$ cat config.mk
export PLATFORM = sky130hd
export DESIGN_NAME = rate_ctrl
export DESIGN_NICKNAME = d
export VERILOG_FILES = /design/src/include/rate_ctrl_pkg.sv /design/src/logic/octave_decimator.sv /design/src/logic/rate_ctrl.sv
export SDC_FILE = /design/constraint.sdc
export NUM_CORES = 2
export LEC_CHECK = 0
export ABC_CLOCK_PERIOD_IN_PS = 8170
export BUFFER_PORTS_ARGS = -buffer_cell sky130_fd_sc_hd__buf_2
export CORE_MARGIN = 2
export CORE_UTILIZATION = 40
export CTS_CLUSTER_SIZE = 16
export DETAILED_ROUTE_END_ITERATION = 8
export SLEW_MARGIN = 20
export SYNTH_ARGS = -nofsm -noshare
export SYNTH_HDL_FRONTEND = slang
export SYNTH_HIERARCHICAL = 1
export SYNTH_SLANG_ARGS = --single-unit
$ cat constraint.sdc
create_clock -name aclk -period 8.17 [get_ports aclk]
set_input_delay 1.2255 -clock aclk [delete_from_list [all_inputs] [get_ports aclk]]
set_output_delay 1.2255 -clock aclk [all_outputs]
set_load 0.1 [all_outputs]
$ cat src/include/rate_ctrl_pkg.sv
// Constants, register map and state type for the decimating filter rate control.
// Assumes a 32-bit AXI4-Lite register bus and one 100 MHz processing clock.
package rate_ctrl_pkg;

  // Clock
  localparam int CLK_PERIOD_NS = 10;

  // Register byte offsets
  localparam logic [7:0] OFF_CTRL = 8'h00;
  localparam logic [7:0] OFF_CMD = 8'h04;
  localparam logic [7:0] OFF_STATUS = 8'h08;
  localparam logic [7:0] OFF_BLOCK_LEN = 8'h0c;
  localparam logic [7:0] OFF_IRQ_STATUS = 8'h10;
  localparam logic [7:0] OFF_IRQ_MASK = 8'h14;
  localparam logic [7:0] OFF_ERR_POP = 8'h18;
  localparam logic [7:0] OFF_SAMPLE_COUNT = 8'h1c;

  // Control register fields
  localparam int CTRL_BW_LSB = 0;
  localparam int CTRL_BW_W = 5;
  localparam int CTRL_HALVE_BIT = 8;
  localparam int CTRL_COMPLEX_BIT = 9;
  localparam int CTRL_WIDE_BIT = 10;
  localparam int CTRL_GAPLESS_BIT = 11;
  localparam int CTRL_TRAILER_BIT = 12;

  // Command register fields
  localparam int CMD_ARM_BIT = 0;
  localparam int CMD_TRIGGER_BIT = 1;
  localparam int CMD_ABORT_BIT = 2;

  // Status register fields
  localparam int STAT_STATE_LSB = 0;
  localparam int STAT_BLOCK_OK_BIT = 2;
  localparam int STAT_GAPLESS_OK_BIT = 3;
  localparam int STAT_ERR_PEND_BIT = 8;
  localparam int STAT_ERR_LOST_BIT = 9;

  // Interrupt status and mask fields
  localparam int IRQ_BLOCK_DONE_BIT = 0;
  localparam int IRQ_OVERFLOW_BIT = 1;
  localparam int IRQ_SETUP_ERR_BIT = 2;
  localparam int IRQ_W = 3;

  // Error queue entry fields
  localparam int ERR_CODE_LSB = 0;
  localparam int ERR_SRC_LSB = 8;
  localparam int ERR_VALID_BIT = 31;
  localparam int ERR_DEPTH = 8;
  localparam int ERR_PTR_W = 3;

  localparam logic [7:0] ERR_BAD_BANDWIDTH = 8'h01;
  localparam logic [7:0] ERR_BAD_COMBINATION = 8'h02;
  localparam logic [7:0] ERR_OVERFLOW = 8'h03;
  localparam logic [7:0] SRC_CTRL_WRITE = 8'h01;
  localparam logic [7:0] SRC_ARM = 8'h02;
  localparam logic [7:0] SRC_ACQUISITION = 8'h03;

  // Limits and reset values
  localparam logic [4:0] BW_MAX = 5'h18;
  localparam logic [4:0] BW_RESET = 5'h00;
  localparam logic HALVE_RESET = 1'b0;
  localparam logic COMPLEX_RESET = 1'b0;
  localparam logic WIDE_RESET = 1'b1;
  localparam logic GAPLESS_RESET = 1'b0;
  localparam logic TRAILER_RESET = 1'b0;
  localparam logic [23:0] BLOCK_LEN_RESET = 24'h000400;
  localparam int BLOCK_LEN_W = 24;

  // AXI responses
  localparam logic [1:0] RESP_OKAY = 2'h0;
  localparam logic [1:0] RESP_SLVERR = 2'h2;

  typedef enum logic [1:0] {
    ST_IDLE,
    ST_ARMED,
    ST_RUN,
    ST_TRAILER
  } acq_state_e;

endpackage : rate_ctrl_pkg

$ cat src/logic/octave_decimator.sv
// Octave-stepped band limiting filter with output decimation.
// Assumes samples arrive as real/imaginary pairs with a valid strobe.
`timescale 1ns/10ps
module octave_decimator
  import rate_ctrl_pkg::*;
(
  input wire logic aclk,
  input wire logic aresetn,
  input wire logic restart,
  input wire logic [4:0] bandwidth_code,
  input wire logic halve,
  input wire logic in_valid,
  input wire logic signed [31:0] in_real,
  input wire logic signed [31:0] in_imag,
  output logic out_valid,
  output logic signed [31:0] out_real,
  output logic signed [31:0] out_imag
);

  logic signed [63:0] acc_r;
  logic signed [63:0] acc_i;
  logic signed [63:0] prev_r;
  logic signed [63:0] prev_i;
  logic signed [63:0] dump_r;
  logic signed [63:0] dump_i;
  logic signed [63:0] pair_r;
  logic signed [63:0] pair_i;
  logic [23:0] phase_cnt;
  logic [23:0] dump_mask;
  logic dump;
  logic filt_valid;
  logic keep_toggle;

  // Dump every 2^(n-1) inputs, so the output rate is fs/2^(n-1)
  assign dump_mask = (bandwidth_code == 5'h00) ? 24'h000000 :
                     24'((25'h1 << (bandwidth_code - 5'h01)) - 25'h1);
  assign dump = in_valid && ((phase_cnt & dump_mask) == dump_mask);
  assign dump_r = acc_r + 64'(in_real);
  assign dump_i = acc_i + 64'(in_imag);
  // Two adjacent dumps form a 2^n wide boxcar, band edge near fs/2^n
  assign pair_r = (prev_r + dump_r) >>> bandwidth_code;
  assign pair_i = (prev_i + dump_i) >>> bandwidth_code;
  assign filt_valid = (bandwidth_code == 5'h00) ? in_valid : dump;

  always_ff @(posedge aclk) begin
    if (!aresetn || restart) begin
      phase_cnt <= 24'h000000;
      acc_r <= 64'h0;
      acc_i <= 64'h0;
      prev_r <= 64'h0;
      prev_i <= 64'h0;
    end else if (in_valid) begin
      phase_cnt <= phase_cnt + 24'h000001;
      if (dump) begin
        acc_r <= 64'h0;
        acc_i <= 64'h0;
        prev_r <= dump_r;
        prev_i <= dump_i;
      end else begin
        acc_r <= dump_r;
        acc_i <= dump_i;
      end
    end
  end

  // Extra halving drops every second filtered sample
  always_ff @(posedge aclk) begin
    if (!aresetn || restart) begin
      keep_toggle <= 1'b0;
      out_valid <= 1'b0;
      out_real <= 32'h00000000;
      out_imag <= 32'h00000000;
    end else begin
      out_valid <= 1'b0;
      if (filt_valid) begin
        keep_toggle <= halve ? !keep_toggle : 1'b0;
        out_valid <= !(halve && keep_toggle);
        if (bandwidth_code == 5'h00) begin
          out_real <= in_real;
          out_imag <= in_imag;
        end else begin
          out_real <= pair_r[31:0];
          out_imag <= pair_i[31:0];
        end
      end
    end
  end

endmodule : octave_decimator

$ cat src/logic/rate_ctrl.sv
// Decimating filter rate control: register file, acquisition sequencing,
// legality checks, error queue and memory word writer.
// Assumes mixed baseband samples in, a memory write port with ready, one clock.
`timescale 1ns/10ps
module rate_ctrl
  import rate_ctrl_pkg::*;
(
  input wire logic aclk,
  input wire logic aresetn,
  input wire logic [7:0] s_axi_awaddr,
  input wire logic s_axi_awvalid,
  output logic s_axi_awready,
  input wire logic [31:0] s_axi_wdata,
  input wire logic [3:0] s_axi_wstrb,
  input wire logic s_axi_wvalid,
  output logic s_axi_wready,
  output logic [1:0] s_axi_bresp,
  output logic s_axi_bvalid,
  input wire logic s_axi_bready,
  input wire logic [7:0] s_axi_araddr,
  input wire logic s_axi_arvalid,
  output logic s_axi_arready,
  output logic [31:0] s_axi_rdata,
  output logic [1:0] s_axi_rresp,
  output logic s_axi_rvalid,
  input wire logic s_axi_rready,
  input wire logic trigger_in,
  input wire logic adc_overload,
  input wire logic adc_error,
  input wire logic sample_valid,
  input wire logic [31:0] sample_real,
  input wire logic [31:0] sample_imag,
  output logic mem_wr_valid,
  output logic [31:0] mem_wr_data,
  input wire logic mem_wr_ready,
  output logic irq
);

  ////////////////////////////////////////////////////////////////////////////
  // Functions

  function automatic logic [31:0] merge_bytes(input logic [31:0] old_v,
                                              input logic [31:0] new_v,
                                              input logic [3:0] strb);
    logic [31:0] res;
    res = old_v;
    for (int b = 0; b < 4; b++) begin
      if (strb[b]) begin
        res[8*b +: 8] = new_v[8*b +: 8];
      end
    end
    return res;
  endfunction : merge_bytes

  // Bit 1 allows block, bit 0 allows gapless
  function automatic logic [1:0] mode_allowed(input logic [4:0] code,
                                              input logic halve_in,
                                              input logic cplx,
                                              input logic wide);
    logic low_bw;
    logic [1:0] res;
    low_bw = (code <= 5'h01);
    res = 2'b11;
    if (!halve_in && low_bw) begin
      if (cplx && wide) begin
        res = 2'b00;
      end else if (cplx || wide) begin
        res = 2'b10;
      end
    end else if (cplx && wide && ((halve_in && low_bw) || (!halve_in && code == 5'h02))) begin
      res = 2'b10;
    end
    return res;
  endfunction : mode_allowed

  ////////////////////////////////////////////////////////////////////////////
  // Settings and state

  logic [4:0] bandwidth_code;
  logic halve;
  logic sample_kind;
  logic wide;
  logic gapless_acquisition;
  logic trailer_status_enable;
  logic [23:0] block_len;
  logic [IRQ_W-1:0] irq_status;
  logic [IRQ_W-1:0] irq_mask;
  acq_state_e state;
  logic [23:0] sample_count;
  logic [1:0] allowed;
  logic [31:0] ctrl_word;

  assign allowed = mode_allowed(bandwidth_code, halve, sample_kind, wide);
  assign ctrl_word = {19'h0, trailer_status_enable, gapless_acquisition, wide,
                      sample_kind, halve, 3'h0, bandwidth_code};

  ////////////////////////////////////////////////////////////////////////////
  // AXI4-Lite write path

  logic aw_held;
  logic w_held;
  logic [7:0] aw_addr;
  logic [31:0] w_data;
  logic [3:0] w_strb;
  logic do_write;
  logic [31:0] wr_ctrl;
  logic wr_mapped;

  assign s_axi_awready = !aw_held && !s_axi_bvalid;
  assign s_axi_wready = !w_held && !s_axi_bvalid;
  assign do_write = aw_held && w_held && !s_axi_bvalid;
  assign wr_ctrl = merge_bytes(ctrl_word, w_data, w_strb);
  assign wr_mapped = (aw_addr == OFF_CTRL) || (aw_addr == OFF_CMD) ||
                     (aw_addr == OFF_BLOCK_LEN) || (aw_addr == OFF_IRQ_STATUS) ||
                     (aw_addr == OFF_IRQ_MASK);

  always_ff @(posedge aclk) begin
    if (!aresetn) begin
      aw_held <= 1'b0;
      w_held <= 1'b0;
      aw_addr <= 8'h00;
      w_data <= 32'h00000000;
      w_strb <= 4'h0;
      s_axi_bvalid <= 1'b0;
      s_axi_bresp <= RESP_OKAY;
    end else begin
      if (s_axi_awvalid && s_axi_awready) begin
        aw_held <= 1'b1;
        aw_addr <= {s_axi_awaddr[7:2], 2'b00};
      end
      if (s_axi_wvalid && s_axi_wready) begin
        w_held <= 1'b1;
        w_data <= s_axi_wdata;
        w_strb <= s_axi_wstrb;
      end
      if (do_write) begin
        aw_held <= 1'b0;
        w_held <= 1'b0;
        s_axi_bvalid <= 1'b1;
        s_axi_bresp <= wr_mapped ? RESP_OKAY : RESP_SLVERR;
      end else if (s_axi_bvalid && s_axi_bready) begin
        s_axi_bvalid <= 1'b0;
      end
    end
  end

  // Write decodes
  logic ctrl_wr;
  logic ctrl_bad;
  logic ctrl_changed;
  logic cmd_wr;
  logic arm_req;
  logic arm_legal;
  logic trig_req;
  logic abort_req;
  logic [31:0] len_merged;
  logic [23:0] len_next;
  logic len_changed;

  assign ctrl_wr = do_write && aw_addr == OFF_CTRL;
  assign ctrl_bad = ctrl_wr && (wr_ctrl[CTRL_BW_LSB +: CTRL_BW_W] > BW_MAX);
  assign ctrl_changed = ctrl_wr && !ctrl_bad && (wr_ctrl != ctrl_word);
  assign cmd_wr = do_write && aw_addr == OFF_CMD;
  assign arm_req = cmd_wr && w_strb[0] && w_data[CMD_ARM_BIT];
  assign trig_req = (cmd_wr && w_strb[0] && w_data[CMD_TRIGGER_BIT]) || trigger_in;
  assign abort_req = cmd_wr && w_strb[0] && w_data[CMD_ABORT_BIT];
  assign arm_legal = gapless_acquisition ? allowed[0] : allowed[1];
  assign len_merged = merge_bytes({8'h00, block_len}, w_data, w_strb);
  assign len_next = (len_merged[23:0] == 24'h000000) ? 24'h000001 : len_merged[23:0];
  assign len_changed = do_write && aw_addr == OFF_BLOCK_LEN && (len_next != block_len);

  // Rejected codes leave every setting untouched
  always_ff @(posedge aclk) begin
    if (!aresetn) begin
      bandwidth_code <= BW_RESET;
      halve <= HALVE_RESET;
      sample_kind <= COMPLEX_RESET;
      wide <= WIDE_RESET;
      gapless_acquisition <= GAPLESS_RESET;
      trailer_status_enable <= TRAILER_RESET;
    end else if (ctrl_wr && !ctrl_bad) begin
      bandwidth_code <= wr_ctrl[CTRL_BW_LSB +: CTRL_BW_W];
      halve <= wr_ctrl[CTRL_HALVE_BIT];
      sample_kind <= wr_ctrl[CTRL_COMPLEX_BIT];
      wide <= wr_ctrl[CTRL_WIDE_BIT];
      gapless_acquisition <= wr_ctrl[CTRL_GAPLESS_BIT];
      trailer_status_enable <= wr_ctrl[CTRL_TRAILER_BIT];
    end
  end

  // Zero length would never end a block, so it is held at one
  always_ff @(posedge aclk) begin
    if (!aresetn) begin
      block_len <= BLOCK_LEN_RESET;
      irq_mask <= '0;
    end else if (do_write) begin
      if (aw_addr == OFF_BLOCK_LEN) begin
        block_len <= len_next;
      end
      if (aw_addr == OFF_IRQ_MASK && w_strb[0]) begin
        irq_mask <= w_data[IRQ_W-1:0];
      end
    end
  end

  ////////////////////////////////////////////////////////////////////////////
  // Filter and memory writer

  logic restart;
  logic f_valid;
  logic [31:0] f_real;
  logic [31:0] f_imag;
  logic second_pending;
  logic [31:0] second_word;
  logic slot_free;
  logic take;
  logic overflow_ev;
  logic block_end;
  logic trailer_go;
  logic ovl_seen;
  logic err_seen;

  assign restart = (state == ST_ARMED) && trig_req;

  // Centre shift is done by the mixer ahead, so this low pass lands on it
  octave_decimator u_decim (
    .aclk(aclk),
    .aresetn(aresetn),
    .restart(restart),
    .bandwidth_code(bandwidth_code),
    .halve(halve),
    .in_valid(sample_valid),
    .in_real(sample_real),
    .in_imag(sample_imag),
    .out_valid(f_valid),
    .out_real(f_real),
    .out_imag(f_imag)
  );

  assign slot_free = !mem_wr_valid || (mem_wr_ready && !second_pending);
  assign take = (state == ST_RUN) && f_valid && slot_free;
  assign overflow_ev = (state == ST_RUN) && f_valid && !slot_free;
  assign block_end = take && (sample_count + 24'h000001 == block_len);
  assign trailer_go = (state == ST_TRAILER) && slot_free;

  // One word per clock; the imaginary half of a wide complex sample waits until the real half is taken
  always_ff @(posedge aclk) begin
    if (!aresetn) begin
      mem_wr_valid <= 1'b0;
      mem_wr_data <= 32'h00000000;
      second_pending <= 1'b0;
      second_word <= 32'h00000000;
    end else if (take) begin
      mem_wr_valid <= 1'b1;
      second_pending <= sample_kind && wide;
      second_word <= f_imag;
      if (wide) begin
        mem_wr_data <= f_real;
      end else if (sample_kind) begin
        mem_wr_data <= {f_real[31:16], f_imag[31:16]};
      end else begin
        mem_wr_data <= {16'h0000, f_real[31:16]};
      end
    end else if (trailer_go) begin
      mem_wr_valid <= 1'b1;
      mem_wr_data <= {30'h0, err_seen, ovl_seen};
    end else if (mem_wr_valid && mem_wr_ready) begin
      mem_wr_valid <= second_pending;
      mem_wr_data <= second_word;
      second_pending <= 1'b0;
    end
  end

  // Per-block ADC flags for the trailer word
  always_ff @(posedge aclk) begin
    if (!aresetn || restart || trailer_go) begin
      ovl_seen <= 1'b0;
      err_seen <= 1'b0;
    end else if (state == ST_RUN) begin
      ovl_seen <= ovl_seen || adc_overload;
      err_seen <= err_seen || adc_error;
    end
  end

  ////////////////////////////////////////////////////////////////////////////
  // Acquisition sequencing

  always_ff @(posedge aclk) begin
    if (!aresetn) begin
      state <= ST_IDLE;
    end else if (abort_req || ctrl_changed || len_changed) begin
      state <= ST_IDLE;
    end else begin
      case (state)
        ST_IDLE: begin
          if (arm_req && arm_legal) begin
            state <= ST_ARMED;
          end
        end
        ST_ARMED: begin
          if (trig_req) begin
            state <= ST_RUN;
          end
        end
        ST_RUN: begin
          if (overflow_ev) begin
            state <= ST_IDLE;
          end else if (block_end && !gapless_acquisition) begin
            state <= trailer_status_enable ? ST_TRAILER : ST_IDLE;
          end
        end
        ST_TRAILER: begin
          if (trailer_go) begin
            state <= ST_IDLE;
          end
        end
        default: begin
          state <= ST_IDLE;
        end
      endcase
    end
  end

  // Gapless wraps the count and keeps running
  always_ff @(posedge aclk) begin
    if (!aresetn || restart) begin
      sample_count <= 24'h000000;
    end else if (take) begin
      sample_count <= block_end ? 24'h000000 : sample_count + 24'h000001;
    end
  end

  ////////////////////////////////////////////////////////////////////////////
  // Error queue

  logic [15:0] err_mem [ERR_DEPTH];
  logic [ERR_PTR_W-1:0] err_head;
  logic [ERR_PTR_W-1:0] err_tail;
  logic [ERR_PTR_W:0] err_count;
  logic err_lost;
  logic push;
  logic [15:0] push_entry;
  logic pop;
  logic arm_reject;

  assign arm_reject = arm_req && (state == ST_IDLE) && !arm_legal;
  assign push = ctrl_bad || arm_reject || overflow_ev;
  // Only one write per cycle, so setup errors never collide with each other
  assign push_entry = ctrl_bad ? {SRC_CTRL_WRITE, ERR_BAD_BANDWIDTH} :
                      arm_reject ? {SRC_ARM, ERR_BAD_COMBINATION} :
                      {SRC_ACQUISITION, ERR_OVERFLOW};
  assign pop = s_axi_arvalid && s_axi_arready && ({s_axi_araddr[7:2], 2'b00} == OFF_ERR_POP) &&
               (err_count != '0);

  always_ff @(posedge aclk) begin
    if (!aresetn) begin
      err_head <= '0;
      err_tail <= '0;
      err_count <= '0;
      err_lost <= 1'b0;
    end else begin
      if (push && (err_count < 4'(ERR_DEPTH) || pop)) begin
        err_mem[err_tail] <= push_entry;
        err_tail <= err_tail + 1'b1;
      end else if (push) begin
        err_lost <= 1'b1;
      end
      if (pop) begin
        err_head <= err_head + 1'b1;
      end
      if (push && (err_count < 4'(ERR_DEPTH) || pop) && !pop) begin
        err_count <= err_count + 1'b1;
      end else if (pop && !push) begin
        err_count <= err_count - 1'b1;
      end
    end
  end

  ////////////////////////////////////////////////////////////////////////////
  // Interrupts

  logic [IRQ_W-1:0] irq_set;
  logic [IRQ_W-1:0] irq_clr;

  assign irq_set = {ctrl_bad || arm_reject, overflow_ev, take && sample_count + 24'h1 == block_len};
  assign irq_clr = (do_write && aw_addr == OFF_IRQ_STATUS && w_strb[0]) ?
                   w_data[IRQ_W-1:0] : '0;

  // Set wins over a clear in the same cycle
  always_ff @(posedge aclk) begin
    if (!aresetn) begin
      irq_status <= '0;
    end else begin
      irq_status <= (irq_status & ~irq_clr) | irq_set;
    end
  end

  assign irq = |(irq_status & irq_mask);

  ////////////////////////////////////////////////////////////////////////////
  // AXI4-Lite read path; reads never disturb acquisition

  logic [7:0] rd_addr;
  assign rd_addr = {s_axi_araddr[7:2], 2'b00};
  assign s_axi_arready = !s_axi_rvalid;

  always_ff @(posedge aclk) begin
    if (!aresetn) begin
      s_axi_rvalid <= 1'b0;
      s_axi_rdata <= 32'h00000000;
      s_axi_rresp <= RESP_OKAY;
    end else if (s_axi_arvalid && s_axi_arready) begin
      s_axi_rvalid <= 1'b1;
      s_axi_rresp <= RESP_OKAY;
      case (rd_addr)
        OFF_CTRL: s_axi_rdata <= ctrl_word;
        OFF_CMD: s_axi_rdata <= 32'h00000000;
        OFF_STATUS: s_axi_rdata <= {22'h0, err_lost, err_count != '0, 4'h0,
                                    allowed[0], allowed[1], 2'(state)};
        OFF_BLOCK_LEN: s_axi_rdata <= {8'h00, block_len};
        OFF_IRQ_STATUS: s_axi_rdata <= {29'h0, irq_status};
        OFF_IRQ_MASK: s_axi_rdata <= {29'h0, irq_mask};
        OFF_ERR_POP: s_axi_rdata <= (err_count != '0) ?
                                    {1'b1, 15'h0, err_mem[err_head]} : 32'h0;
        OFF_SAMPLE_COUNT: s_axi_rdata <= {8'h00, sample_count};
        default: begin
          s_axi_rdata <= 32'h00000000;
          s_axi_rresp <= RESP_SLVERR;
        end
      endcase
    end else if (s_axi_rvalid && s_axi_rready) begin
      s_axi_rvalid <= 1'b0;
    end
  end

endmodule : rate_ctrl

==> impl_results.md <==
* Root Driver: clkbuf_16
* Placed inst area at between 50000 and 60000 sq um
* Most frequent cells in the layout: nand2_1, a21oi_1, dfxtp_1
* WL final at 186.5 mm
* Buffers on Ports at 189
* Critical path's largest stage delay at around 0.43 ns
* Critical Path Slowest Stage Cell: o31ai_1
* Chip width at about 350 um
* Remaining antenna violation count at 0
* DRC Markers at 0
* Clk pwr share at around two fifths
* Clock latency on the worst-skew pair at approximately 0.67 ns
* Clock-pin slew on the worst setup and hold paths at 0.06 ns
* Area grow syn2layout at 12.84%
* Final Util at 45.37%
* CP startpoint kind: primary input
* Commonest non-fill, non-tap cell in the layout: nand2_1
* First-pass GRT wire length at about 280 mm
* PwrDens at 176.3 nW/um^2
* Fraction of power spent switching nets at 35.41%
* Max clock buf depth at 3
* Inst Count DP at 7877
* Largest net degree at the start of global routing at 110
* Final Critical Period at 7.753 ns
* Total grt overflow at 0
* Run status: finished, final reports clean
* Critical Path AT at between 8 and 9 ns
* Total power at 9.421 mW
* Warnings, synthesis at 6
* Max-slew violations at 0
* Psw at 3.336 mW
* CP dominant cell by count: buf_4
* Tcrit/Tclk final at roughly 95%
* DP Wirelength at 141.4 mm
* Mapped Avg Cell Area at 7.513 sq um
* Post-Synthesis Cell Area at 47350 sq um
* Post-route insts no fill at 8013
* Synthesized instance count at 6302
* GRT Util Overall at 29.49%
* Internal power at 6.085 mW
* Core area at 117800 sq um
* Post-route cell area at 53430 sq um
* Async SR Flop Fraction at 0%
* Sequential share of power at 32.8%
* Main synth FF type: dfxtp_1
* Post-synth top area cell: dfxtp_1
* Final-report hold violation count at 0
* Fin Setup TNS at 0 ns
* WHS at 0.4562 ns
* DR vias at approximately 50000
* Drt first-iter violations at approximately 5500
* Die height at 348.1 um
* Final worst slack at 0.4165 ns
* H-tree levels at 3
* Row count at 126
* Post-CTS Resized at 0
* Initial Utilization at 40.21%
* Number of global-route vias before repair at 45532
* Unrepaired setup endpoints after global routing: false
* Peak VDD IR at roughly 0.00015 V
* Hold WC Path Type: flip-flop to flip-flop
* Worst slew pin tran at approximately 1.2 ns
* Worst slew margin at roughly 18%
* Die Area at 121100 sq um
* Fraction of layout cells with a size suffix above 1 at approximately 12%
* Final Setup Violations at 0
* Combinational power share at 29.1%
* GP Congestion at between 0.9 and 1
* LEAKAGE at 21.85 nW
* Initial DRT Pass Iterations at 7
* Kind of capture point of the worst setup path: flip-flop
* Post CTS Setup Buffer Count at 0
* CP Max Fanout at 4
* Post-synthesis sequential area ratio at between 20% and 30%
* Critical path type: primary input to flip-flop
* Main area contributors after synthesis: dfxtp_1, a21oi_1, nand2_1
* Average wire per standard cell at 23.28 um
* Nets at between 6000 and 7000
* Max-cap violations at 0
* Max Clock Skew at 0.03954 ns
* Synth top area share at 23.80%
* Num CTS Buffers at 76
* EDFF count, synth at 16
* FF+latch count, synth at 579
* Via density at 6.175
* # IOs at between 200 and 250
* CTS tree: done
* Library cells used by synthesis at 115
* FMAX at 0.1290 GHz
* Sink Count at 579
* Initial antenna violation count at 12
* Pre-CTS setup slack at -0.02007 ns
* Worst path required time at 8.77 ns
* Hold Buf Count CTS at 0
[power by group through the flow]
stage,clock network [mW],registers (mW),logic (mW)
after floorplan,0,3.20,1.68
after detailed placement,0,3.15,2.65
after global placement,0,3.14,2.64
final,3.59,3.09,2.74
after global routing,3.76,3.10,2.93
after CTS,3.66,3.09,2.67
[Yosys cell counts, types with 37 or more instances]
cell,number
nand3_1,174
clkbuf_1,332
nand2_1,851
or3_1,53
mux4_2,54
buf_1,52
mux2_2,37
buf_2,47
nand4_1,93
nand2b_1,89
a22o_1,48
and3_1,59
a31oi_1,72
dfxtp_1,563
and2_1,60
a211oi_1,118
inv_1,95
a21o_1,121
ha_1,255
mux2i_1,157
o21ai_0,320
nor2b_1,100
o211ai_1,51
o21bai_1,51
xnor2_1,176
nor4_1,51
a22oi_1,77
xor2_1,145
a21oi_1,720
nor3_1,114
nor2_1,556
o21a_1,54
[worst paths after layout]
| check | startpoint | to | slack (ns) | cells after the start |
|---|---|---|---|---|
| setup / recovery | sample_real[0] | u_decim/out_real[28] | 0.42 | 32 |
| setup reg to reg | u_decim/acc_r[0] | u_decim/out_real[28] | 0.90 | 31 |
| hold / removal | u_decim/prev_i[29] | u_decim/prev_i[29] | 0.46 | 2 |
| hold reg to reg | u_decim/prev_i[29] | u_decim/prev_i[29] | 0.46 | 2 |
[cells by family (layout without fill, tap and decap cells)]
kind of cell               count (synthesis)  in the layout  share of synthesized area (%)
adders and majority gates                260            260                          6.950
buffers and inverters                    547            712                          4.603
other                                      1             11                       0.007920
AOI/OAI and AO/OA                       2042           2042                          28.12
muxes                                    249            249                          6.823
and+or+nand+nor                         2302           2302                          22.70
xor gates and xnor gates                 322            322                          5.972
DFF                                      579            579                          24.82
[area by class of cell]
| class | count | area [sq um] |
|---|---|---|
| Clock inverter | 36 | 508.0 |
| Fill cell | 11970 | 64340 |
| Sequential cell | 579 | 11770 |
| Multi-Input combinational cell | 5184 | 33560 |
| Clock buffer | 98 | 2137 |
| Tap cell | 1536 | 1922 |
| Inverter | 97 | 375.4 |
| Timing Repair Buffer | 481 | 3153 |
| Antenna cell | 2 | 5.005 |
[sequential cells by signal (all words and copies together) (netlist names), 25 cells and up, named ones only]
register	count
u_decim/acc_r	63
u_decim/out_imag	32
s_axi_rdata	25
u_decim/acc_i	63
second_word	32
w_data	32
u_decim/prev_i	63
u_decim/prev_r	63
mem_wr_data	32
u_decim/out_real	32
[per-layer routing]
metal	up-vias	wire, um	share of wire (%)	GRT usage (%)
met4	2	7951	4.3	11.97
met3	350	16350	8.8	6.113
met5	-	13	0.0070	0
met1	23656	84400	45	41.35
met2	2088	77800	42	43.86
li1	23386	-	-	-
[critical path: cells and delay by family]
| kind | cells | cell delay, ns |
|---|---|---|
| buffers and inverters | 7 | 1.21 |
| xor gates and xnor gates | 1 | 0.14 |
| and+or+nand+nor | 3 | 0.48 |
| AOI/OAI and AO/OA | 17 | 4.29 |
| muxes | 1 | 0.35 |
| adders and majority gates | 3 | 0.66 |
No activity file was read; power rests on OpenSTA's default activity.
